File: config.mk
export PLATFORM = sky130hd
export DESIGN_NAME = fqg_query_rom
export DESIGN_NICKNAME = d
export VERILOG_FILES = /design/src/fqg_pkg.sv /design/src/fqg_region_sel.sv /design/src/fqg_query_rom.sv
export SDC_FILE = /design/constraint.sdc
export NUM_CORES = 1
export LEC_CHECK = 0
export ABC_AREA = 1
export BUFFER_PORTS_ARGS = -buffer_cell sky130_fd_sc_hd__buf_2
export CORE_MARGIN = 4
export CORE_UTILIZATION = 35
export DETAILED_ROUTE_END_ITERATION = 8
export PLACE_DENSITY = 0.54
export SLEW_MARGIN = 20
export SYNTH_ARGS = -nofsm -noshare
export SYNTH_HDL_FRONTEND = slang
export SYNTH_HIERARCHICAL = 1
export SYNTH_SLANG_ARGS = --single-unit
File: constraint.sdc
create_clock -name i_ref_clk -period 1.74 [get_ports i_ref_clk]
set_input_delay 0.174 -clock i_ref_clk [delete_from_list [all_inputs] [get_ports i_ref_clk]]
set_output_delay 0.174 -clock i_ref_clk [all_outputs]
set_load 0.05 [all_outputs]
File: src/fqg_pkg.sv
// shared constants and types for the flash query geometry table
package fqg_pkg;

   // word address window served by this table
   localparam logic [7:0] FQG_ADDR_FIRST = 8'h1B;
   localparam logic [7:0] FQG_ADDR_LAST  = 8'h38;

   // system interface offsets
   localparam logic [7:0] FQG_A_VCC_MIN  = 8'h1B;
   localparam logic [7:0] FQG_A_VCC_MAX  = 8'h1C;
   localparam logic [7:0] FQG_A_VPP_MIN  = 8'h1D;
   localparam logic [7:0] FQG_A_VPP_MAX  = 8'h1E;
   localparam logic [7:0] FQG_A_TWP_TYP  = 8'h1F;
   localparam logic [7:0] FQG_A_TBW_TYP  = 8'h20;
   localparam logic [7:0] FQG_A_TBE_TYP  = 8'h21;
   localparam logic [7:0] FQG_A_TCE_TYP  = 8'h22;
   localparam logic [7:0] FQG_A_TWP_MAX  = 8'h23;
   localparam logic [7:0] FQG_A_TBW_MAX  = 8'h24;
   localparam logic [7:0] FQG_A_TBE_MAX  = 8'h25;
   localparam logic [7:0] FQG_A_TCE_MAX  = 8'h26;

   // geometry offsets
   localparam logic [7:0] FQG_A_SIZE     = 8'h27;
   localparam logic [7:0] FQG_A_IFC_LO   = 8'h28;
   localparam logic [7:0] FQG_A_IFC_HI   = 8'h29;
   localparam logic [7:0] FQG_A_WBUF_LO  = 8'h2A;
   localparam logic [7:0] FQG_A_WBUF_HI  = 8'h2B;
   localparam logic [7:0] FQG_A_NREG     = 8'h2C;
   localparam logic [7:0] FQG_A_REG1     = 8'h2D;
   localparam logic [7:0] FQG_A_REG2     = 8'h31;
   localparam logic [7:0] FQG_A_RSVD     = 8'h35;

   // system interface values
   localparam logic [7:0] FQG_V_VCC_MIN  = 8'h23;
   localparam logic [7:0] FQG_V_VCC_MAX  = 8'h36;
   localparam logic [7:0] FQG_V_VPP_MIN  = 8'h85;
   localparam logic [7:0] FQG_V_VPP_MAX  = 8'h95;
   localparam logic [7:0] FQG_V_TWP_TYP  = 8'h09;
   localparam logic [7:0] FQG_V_TBW_TYP  = 8'h0A;
   localparam logic [7:0] FQG_V_TBE_TYP  = 8'h0A;
   localparam logic [7:0] FQG_V_TCE      = 8'h00;
   localparam logic [7:0] FQG_V_TWP_MAX  = 8'h01;
   localparam logic [7:0] FQG_V_TBW_MAX  = 8'h02;
   localparam logic [7:0] FQG_V_TBE_MAX  = 8'h02;

   // geometry values
   localparam logic [7:0] FQG_V_SIZE_512M = 8'h1A;
   localparam logic [7:0] FQG_V_SIZE_1G   = 8'h1B;
   localparam logic [7:0] FQG_V_IFC_LO    = 8'h01;
   localparam logic [7:0] FQG_V_IFC_HI    = 8'h00;
   localparam logic [7:0] FQG_V_WBUF_LO   = 8'h0A;
   localparam logic [7:0] FQG_V_WBUF_HI   = 8'h00;
   localparam logic [7:0] FQG_V_NREG_PARM = 8'h02;
   localparam logic [7:0] FQG_V_NREG_SYM  = 8'h01;
   localparam logic [7:0] FQG_V_ZERO      = 8'h00;

   // region descriptors {z, y}: block count y+1, block size z*256
   localparam logic [31:0] FQG_D_MAIN_512M = 32'h0200_01FE;
   localparam logic [31:0] FQG_D_MAIN_1G   = 32'h0200_03FE;
   localparam logic [31:0] FQG_D_PARM      = 32'h0080_0003;
   localparam logic [31:0] FQG_D_SYM_512M  = 32'h0200_01FF;
   localparam logic [31:0] FQG_D_SYM_1G    = 32'h0200_03FF;
   // largest part reports the same region geometry as the 1G part
   localparam logic [31:0] FQG_D_SYM_2G    = 32'h0200_03FF;
   localparam logic [31:0] FQG_D_NONE      = 32'h0000_0000;

   // reset value of the data output
   localparam logic [15:0] FQG_DQ_RST = 16'h0000;

   typedef enum logic [1:0] {
      FQG_DEN_512M,
      FQG_DEN_1G,
      FQG_DEN_2G
   } fqg_density_t;

   typedef enum logic [1:0] {
      FQG_LOC_TOP,
      FQG_LOC_BOTTOM,
      FQG_LOC_SYM
   } fqg_ploc_t;

   typedef struct packed {
      fqg_density_t density;
      fqg_ploc_t    ploc;
   } fqg_cfg_t;

   // strap synchroniser value while in reset
   localparam fqg_cfg_t FQG_CFG_RST = '{density: FQG_DEN_512M, ploc: FQG_LOC_TOP};

   typedef struct packed {
      logic       rd;
      logic [7:0] addr;
   } fqg_req_t;

   typedef struct packed {
      logic        hit;
      logic [15:0] dq;
   } fqg_rsp_t;

endpackage

File: src/fqg_region_sel.sv
// picks one byte out of a 32-bit erase region descriptor
`timescale 1ns/100ps
module fqg_region_sel
   import fqg_pkg::*;
(
   // descriptor and byte index
   input  wire logic [31:0] i_desc,
   input  wire logic [1:0]  i_idx,
   // selected byte
   output logic      [7:0]  o_byte
);

   // byte 0 is the low byte of the block count minus one, little endian order
   assign o_byte = i_desc[{i_idx, 3'b000} +: 8];

endmodule

File: src/fqg_query_rom.sv
// system interface and geometry query table of the flash device
`timescale 1ns/100ps

// Notes on behaviour
// - 1Bh/1Ch give core supply min/max, BCD volts and tenths: 23, 36.
// - 1Dh/1Eh give program supply min/max, hex volts, BCD tenths: 85, 95.
// - 1Fh gives typical word program timeout exponent 09.
// - 20h gives typical buffer write timeout exponent 0A.
// - 21h gives typical block erase timeout exponent 0A.
// - 22h and 26h give 00: chip erase timing not applicable.
// - 23h gives max word program multiplier exponent 01.
// - 24h gives max buffer write multiplier exponent 02.
// - 25h gives max block erase multiplier exponent 02.
// - 27h gives size exponent: 1A for 512 Mbit, 1B for larger.
// - 28h/29h give interface code 01 then 00, x16 capable.
// - 2Ah/2Bh give write buffer exponent 0A then 00.
// - 2Ch gives region count: 02 with parameter blocks, 01 symmetrical.
// - 2Dh..30h describe region 1; low half holds block count minus one.
// - upper half of each descriptor is block size in 256-byte units.
// - 31h..34h describe region 2 with the same encoding.
// - 35h..38h are reserved and read as zero.
// - table byte on low data lane; upper data byte always zero.
module fqg_query_rom
   import fqg_pkg::*;
(
   // clock and reset
   input  wire logic     i_ref_clk,
   input  wire logic     i_rst_b,
   // configuration straps, static during operation
   input  wire fqg_cfg_t i_cfg,
   // read request from the command logic, same clock domain
   input  wire fqg_req_t i_req,
   // answer
   output fqg_rsp_t      o_rsp
);

   // straps are pins; two flops before any decode reads them
   fqg_cfg_t cfg_meta_ff;
   fqg_cfg_t cfg_sync_ff;

   always_ff @(posedge i_ref_clk or negedge i_rst_b) begin
      if (!i_rst_b) begin
         cfg_meta_ff <= FQG_CFG_RST;
         cfg_sync_ff <= FQG_CFG_RST;
      end else begin
         cfg_meta_ff <= i_cfg;
         cfg_sync_ff <= cfg_meta_ff;
      end
   end

   // configuration decode
   wire is_512m;
   wire is_2g;
   wire is_top;
   wire is_bottom;
   wire is_sym;

   assign is_512m   = (cfg_sync_ff.density == FQG_DEN_512M);
   assign is_2g     = (cfg_sync_ff.density == FQG_DEN_2G);
   assign is_top    = (cfg_sync_ff.ploc == FQG_LOC_TOP);
   assign is_bottom = (cfg_sync_ff.ploc == FQG_LOC_BOTTOM);
   // the largest density only exists symmetrically blocked
   assign is_sym    = is_2g || (cfg_sync_ff.ploc == FQG_LOC_SYM);

   // per-configuration geometry values
   wire [7:0]  size_val;
   wire [7:0]  nreg_val;
   wire [31:0] main_desc;
   wire [31:0] sym_desc;
   wire [31:0] reg1_desc;
   wire [31:0] reg2_desc;

   assign size_val  = is_512m ? FQG_V_SIZE_512M : FQG_V_SIZE_1G;
   assign nreg_val  = is_sym ? FQG_V_NREG_SYM : FQG_V_NREG_PARM;
   assign main_desc = is_512m ? FQG_D_MAIN_512M : FQG_D_MAIN_1G;
   assign sym_desc  = is_512m ? FQG_D_SYM_512M :
                      (is_2g ? FQG_D_SYM_2G : FQG_D_SYM_1G);
   // top parts list the main blocks first, bottom parts the small ones
   assign reg1_desc = is_sym ? sym_desc :
                      (is_bottom ? FQG_D_PARM : main_desc);
   assign reg2_desc = is_sym ? FQG_D_NONE :
                      (is_top ? FQG_D_PARM : main_desc);

   // region byte selection
   wire       in_reg1;
   wire       in_reg2;
   wire       in_rsvd;
   wire [7:0] off1;
   wire [7:0] off2;
   wire [7:0] reg1_byte;
   wire [7:0] reg2_byte;

   assign in_reg1 = (i_req.addr >= FQG_A_REG1) && (i_req.addr < FQG_A_REG2);
   assign in_reg2 = (i_req.addr >= FQG_A_REG2) && (i_req.addr < FQG_A_RSVD);
   assign in_rsvd = (i_req.addr >= FQG_A_RSVD) && (i_req.addr <= FQG_ADDR_LAST);
   assign off1    = i_req.addr - FQG_A_REG1;
   assign off2    = i_req.addr - FQG_A_REG2;

   fqg_region_sel u_reg1_sel (
      .i_desc (reg1_desc),
      .i_idx  (off1[1:0]),
      .o_byte (reg1_byte)
   );

   fqg_region_sel u_reg2_sel (
      .i_desc (reg2_desc),
      .i_idx  (off2[1:0]),
      .o_byte (reg2_byte)
   );

   // address decode to table byte
   logic [7:0] tbl_byte;
   wire        in_table;

   assign in_table = (i_req.addr >= FQG_ADDR_FIRST) && (i_req.addr <= FQG_ADDR_LAST);

   always_comb begin
      tbl_byte = FQG_V_ZERO;
      case (i_req.addr)
         FQG_A_VCC_MIN: tbl_byte = FQG_V_VCC_MIN;
         FQG_A_VCC_MAX: tbl_byte = FQG_V_VCC_MAX;
         FQG_A_VPP_MIN: tbl_byte = FQG_V_VPP_MIN;
         FQG_A_VPP_MAX: tbl_byte = FQG_V_VPP_MAX;
         FQG_A_TWP_TYP: tbl_byte = FQG_V_TWP_TYP;
         FQG_A_TBW_TYP: tbl_byte = FQG_V_TBW_TYP;
         FQG_A_TBE_TYP: tbl_byte = FQG_V_TBE_TYP;
         FQG_A_TCE_TYP: tbl_byte = FQG_V_TCE;
         FQG_A_TWP_MAX: tbl_byte = FQG_V_TWP_MAX;
         FQG_A_TBW_MAX: tbl_byte = FQG_V_TBW_MAX;
         FQG_A_TBE_MAX: tbl_byte = FQG_V_TBE_MAX;
         FQG_A_TCE_MAX: tbl_byte = FQG_V_TCE;
         FQG_A_SIZE:    tbl_byte = size_val;
         FQG_A_IFC_LO:  tbl_byte = FQG_V_IFC_LO;
         FQG_A_IFC_HI:  tbl_byte = FQG_V_IFC_HI;
         FQG_A_WBUF_LO: tbl_byte = FQG_V_WBUF_LO;
         FQG_A_WBUF_HI: tbl_byte = FQG_V_WBUF_HI;
         FQG_A_NREG:    tbl_byte = nreg_val;
         default: begin
            if (in_reg1) begin
               tbl_byte = reg1_byte;
            end else if (in_reg2) begin
               tbl_byte = reg2_byte;
            end else begin
               // reserved words and anything outside read as zero
               tbl_byte = FQG_V_ZERO;
            end
         end
      endcase
   end

   // registered answer; pure lookup, nothing else changes on a read
   fqg_rsp_t nxt_rsp;
   fqg_rsp_t rsp_ff;

   assign nxt_rsp = '{hit: i_req.rd && in_table,
                      dq:  i_req.rd ? {8'h00, tbl_byte} : FQG_DQ_RST};

   always_ff @(posedge i_ref_clk or negedge i_rst_b) begin
      if (!i_rst_b) begin
         rsp_ff <= '{hit: 1'b0, dq: FQG_DQ_RST};
      end else begin
         rsp_ff <= nxt_rsp;
      end
   end

   assign o_rsp = rsp_ff;

   // configuration shorthands for the checks
   wire parm_first;
   wire parm_last;

   assign parm_first = is_bottom && !is_sym;
   assign parm_last  = is_top && !is_sym;
endmodule

==> flow_summary.json <==
{
  "status": "finished clean",
  "crit_path_end": "o_rsp[7]$_DFF_PN0_",
  "die_w_um": 87.7,
  "antenna_cells": 0,
  "clkTransAtPathRegs_ps": 70,
  "start_util_pct": 36.7,
  "syn_to_final_growth_pct": 18.3,
  "grt_pass1_vias": 2119,
  "cts_max_path_buffers": 2,
  "power.density_mw_per_mm2": 488,
  "ys_ff_latch": 17,
  "crit_arrival_ps": 1760,
  "num_rows": 28,
  "fmax_ghz": 0.616,
  "power.switching_uw": 527,
  "critPathKind": "reg2reg",
  "numClockSinks": 17,
  "drv_slew": 0,
  "htree_levels": 1,
  "routabilityCongestion": 0.894,
  "fillers": 719,
  "viasPerCell": 4.20,
  "die_area_mm2": 0.00770,
  "synthFlopType": "dfrtp_1",
  "skew_ps": 4.04,
  "period_share_pct": 93.3,
  "fin_area_mm2": 0.00263,
  "switching_share_pct": 41.1,
  "hold_viol": 0,
  "pwr-share-comb_pct": 44.2,
  "startpoint": "cfg_sync_ff[1]$_DFF_PN0_",
  "seq_area_frac_synth_pct": 19.1,
  "hpwl_um": 4380,
  "synth_warnings": 6,
  "r2r_cells": 11,
  "io_pins": 32,
  "grt.overflow.total": 0,
  "ant_nets": 0,
  "drt_iter0_markers": 120,
  "cell_internal_pwr_uw": 756,
  "wl_um": 5370,
  "seqCellArea_um2": 425,
  "layout_min_cycle_time_ps": 1620,
  "syn_area_per_cell_um2": 5.51,
  "clkPwrFrac_pct": 22.4,
  "drv_cap": 0,
  "critPathRequiredTime_ps": 1870,
  "crit_fanout": 8,
  "hp-class": "in2reg",
  "antenna_found_initial": 0,
  "yosysUniqueCellTypes": 29,
  "seq_power_share_pct": 33.4,
  "async_flop_share_pct": 100,
  "fp.dieH_um": 87.7,
  "design.core.area_mm2": 0.00606,
  "grt_first_pass_wirelength_um": 9190,
  "rr_startpoint": "cfg_sync_ff[1]$_DFF_PN0_",
  "ir_drop_mv": 0.516,
  "synth-edff-count": 0,
  "drt_first_pass_iters": 4,
  "p_leak_uw": 0.00154,
  "post-place-ws_ps": 22.7,
  "root_buffer": "clkbuf_8",
  "dpl-instance-area_mm2": 0.00254,
  "endpoint_kind": "flip-flop",
  "syn_inst": 404,
  "port_buffers": 23,
  "multiInputGateArea_mm2": 0.00148,
  "post-route-util_pct": 43.4,
  "cts-buffers-inserted": 3,
  "hold_depth": 1,
  "setup_ws_ps": 117,
  "setup_viol": 0,
  "cp-start-kind": "flip-flop",
  "r2r-end": "o_rsp[7]$_DFF_PN0_",
  "drive_above_1_share_pct": 14.4,
  "grt_max_degree": 35,
  "clock_latency_ps": 250,
  "wl_per_cell_um": 9.81,
  "route.detailed.drc": 0,
  "vias": 2295,
  "nNetsFinal": 493,
  "cts_tree": "done",
  "netlist_area_mm2": 0.00222,
  "grt_usage_pct": 14.3,
  "ff2ff_setup_slack_ps": 120
}
## layout by cell type, fill, tap and decap left out, types with 8 or more instances in the layout
cell type,instances
buf_2,23
a21oi_1,9
nor2_1,26
inv_1,88
conb_1,49
dfrtp_1,17
nand3_1,48
nand2_1,140
inv_2,8
buf_4,9
## routing by layer
metal | global-route usage, % | vias to the layer above | routed length [um]
li1 | - | 1274 | -
met2 | 24.9 | 26 | 2540
met5 | 0 | - | 0
met1 | 20.1 | 993 | 2710
met4 | 1.26 | 0 | 17
met3 | 1.13 | 2 | 104
## power by group through the flow
stage / logic, uW / registers [uW] / clock network [uW]
5_1_grt: 647 / 430 / 310
3_3_place_gp: 554 / 435 / 0
4_1_cts: 558 / 428 / 296
3_5_place_dp: 555 / 435 / 0
6_report: 567 / 428 / 288
2_1_floorplan: 382 / 491 / 0
## stage by stage
stage                     cells  hold WS (ps)  TNS [ps]  power (uW)
after detailed placement    541           110         0         990
after global placement      541           110         0         989
after CTS                   546          20.8         0        1280
after floorplan             451          -122         0         873
final                       547          24.8         0        1280
after global routing        547          22.1      -167        1390
## sequential cells by signal (all words and copies together), names as in the netlist
signal,flops
o_rsp,9
cfg_meta_ff,4
cfg_sync_ff,4
## cells in the mapped netlist, drive strengths merged (2+ instances only)
cell type / number / share of area (%)
inv: 98 / 17
conb: 2 / 0.34
nor3: 3 / 0.67
a21oi: 10 / 2.4
dfrtp: 17 / 19
nor2: 31 / 6.0
nand3: 49 / 12
nand2: 150 / 27
o21ai: 8 / 1.8
nor3b: 2 / 0.67
buf: 18 / 6.5
nand3b: 6 / 2.0
ha: 5 / 2.8
## critical path, cell delays in order, from the launching register on
cell and delay (ps):
dfrtp_1 400, nor2_1 130, inv_1 80, nor2_2 160, inv_2 100, inv_1 60, nand2_1 40, nand3_1 70
nand2_1 50, nand3b_1 150, a21oi_1 210, nor2_1 60
## cells by family (layout without fill, tap and decap cells)
kind of cell	count (synthesis)	in the layout	synth area share (%)
AND/OR/NAND/NOR	243	243	48.5
flip-flops	17	17	19.1
buffers and inverters	116	137	23.3
AO/OA/AOI/OAI	21	21	5.91
other	2	49	0.338
adder cells (fa/ha/maj)	5	5	2.81
## how the worst min path moves through the flow
stage | slack [ps] | end | from
after floorplan | -120 | cfg_meta_ff[0]$_DFF_PN0_ | i_rst_b
after global placement | 110 | cfg_meta_ff[3]$_DFF_PN0_ | i_rst_b
after detailed placement | 110 | cfg_meta_ff[2]$_DFF_PN0_ | i_rst_b
after CTS | 20 | cfg_meta_ff[3]$_DFF_PN0_ | i_cfg[3]
after global routing | 20 | cfg_meta_ff[1]$_DFF_PN0_ | i_cfg[1]
final | 20 | cfg_meta_ff[2]$_DFF_PN0_ | i_cfg[2]
## layout make-up
class	count	share of cell area [%]
Clock buffer	3	1.57
Clock inverter	1	0.190
Inverter	98	14.2
Multi-Input combinational cell	318	56.2
Sequential cell	17	16.2
Tap cell	75	3.56
Timing Repair Buffer	35	8.17
## repair_timing
item,4_1_cts,5_1_grt
hold endpoints to repair,17,0
endpoints found under the setup margin,0,8
resized for setup,0,15
hold buffers,1,0
setup buffers,0,1
Power figures use the tool's default switching activity.
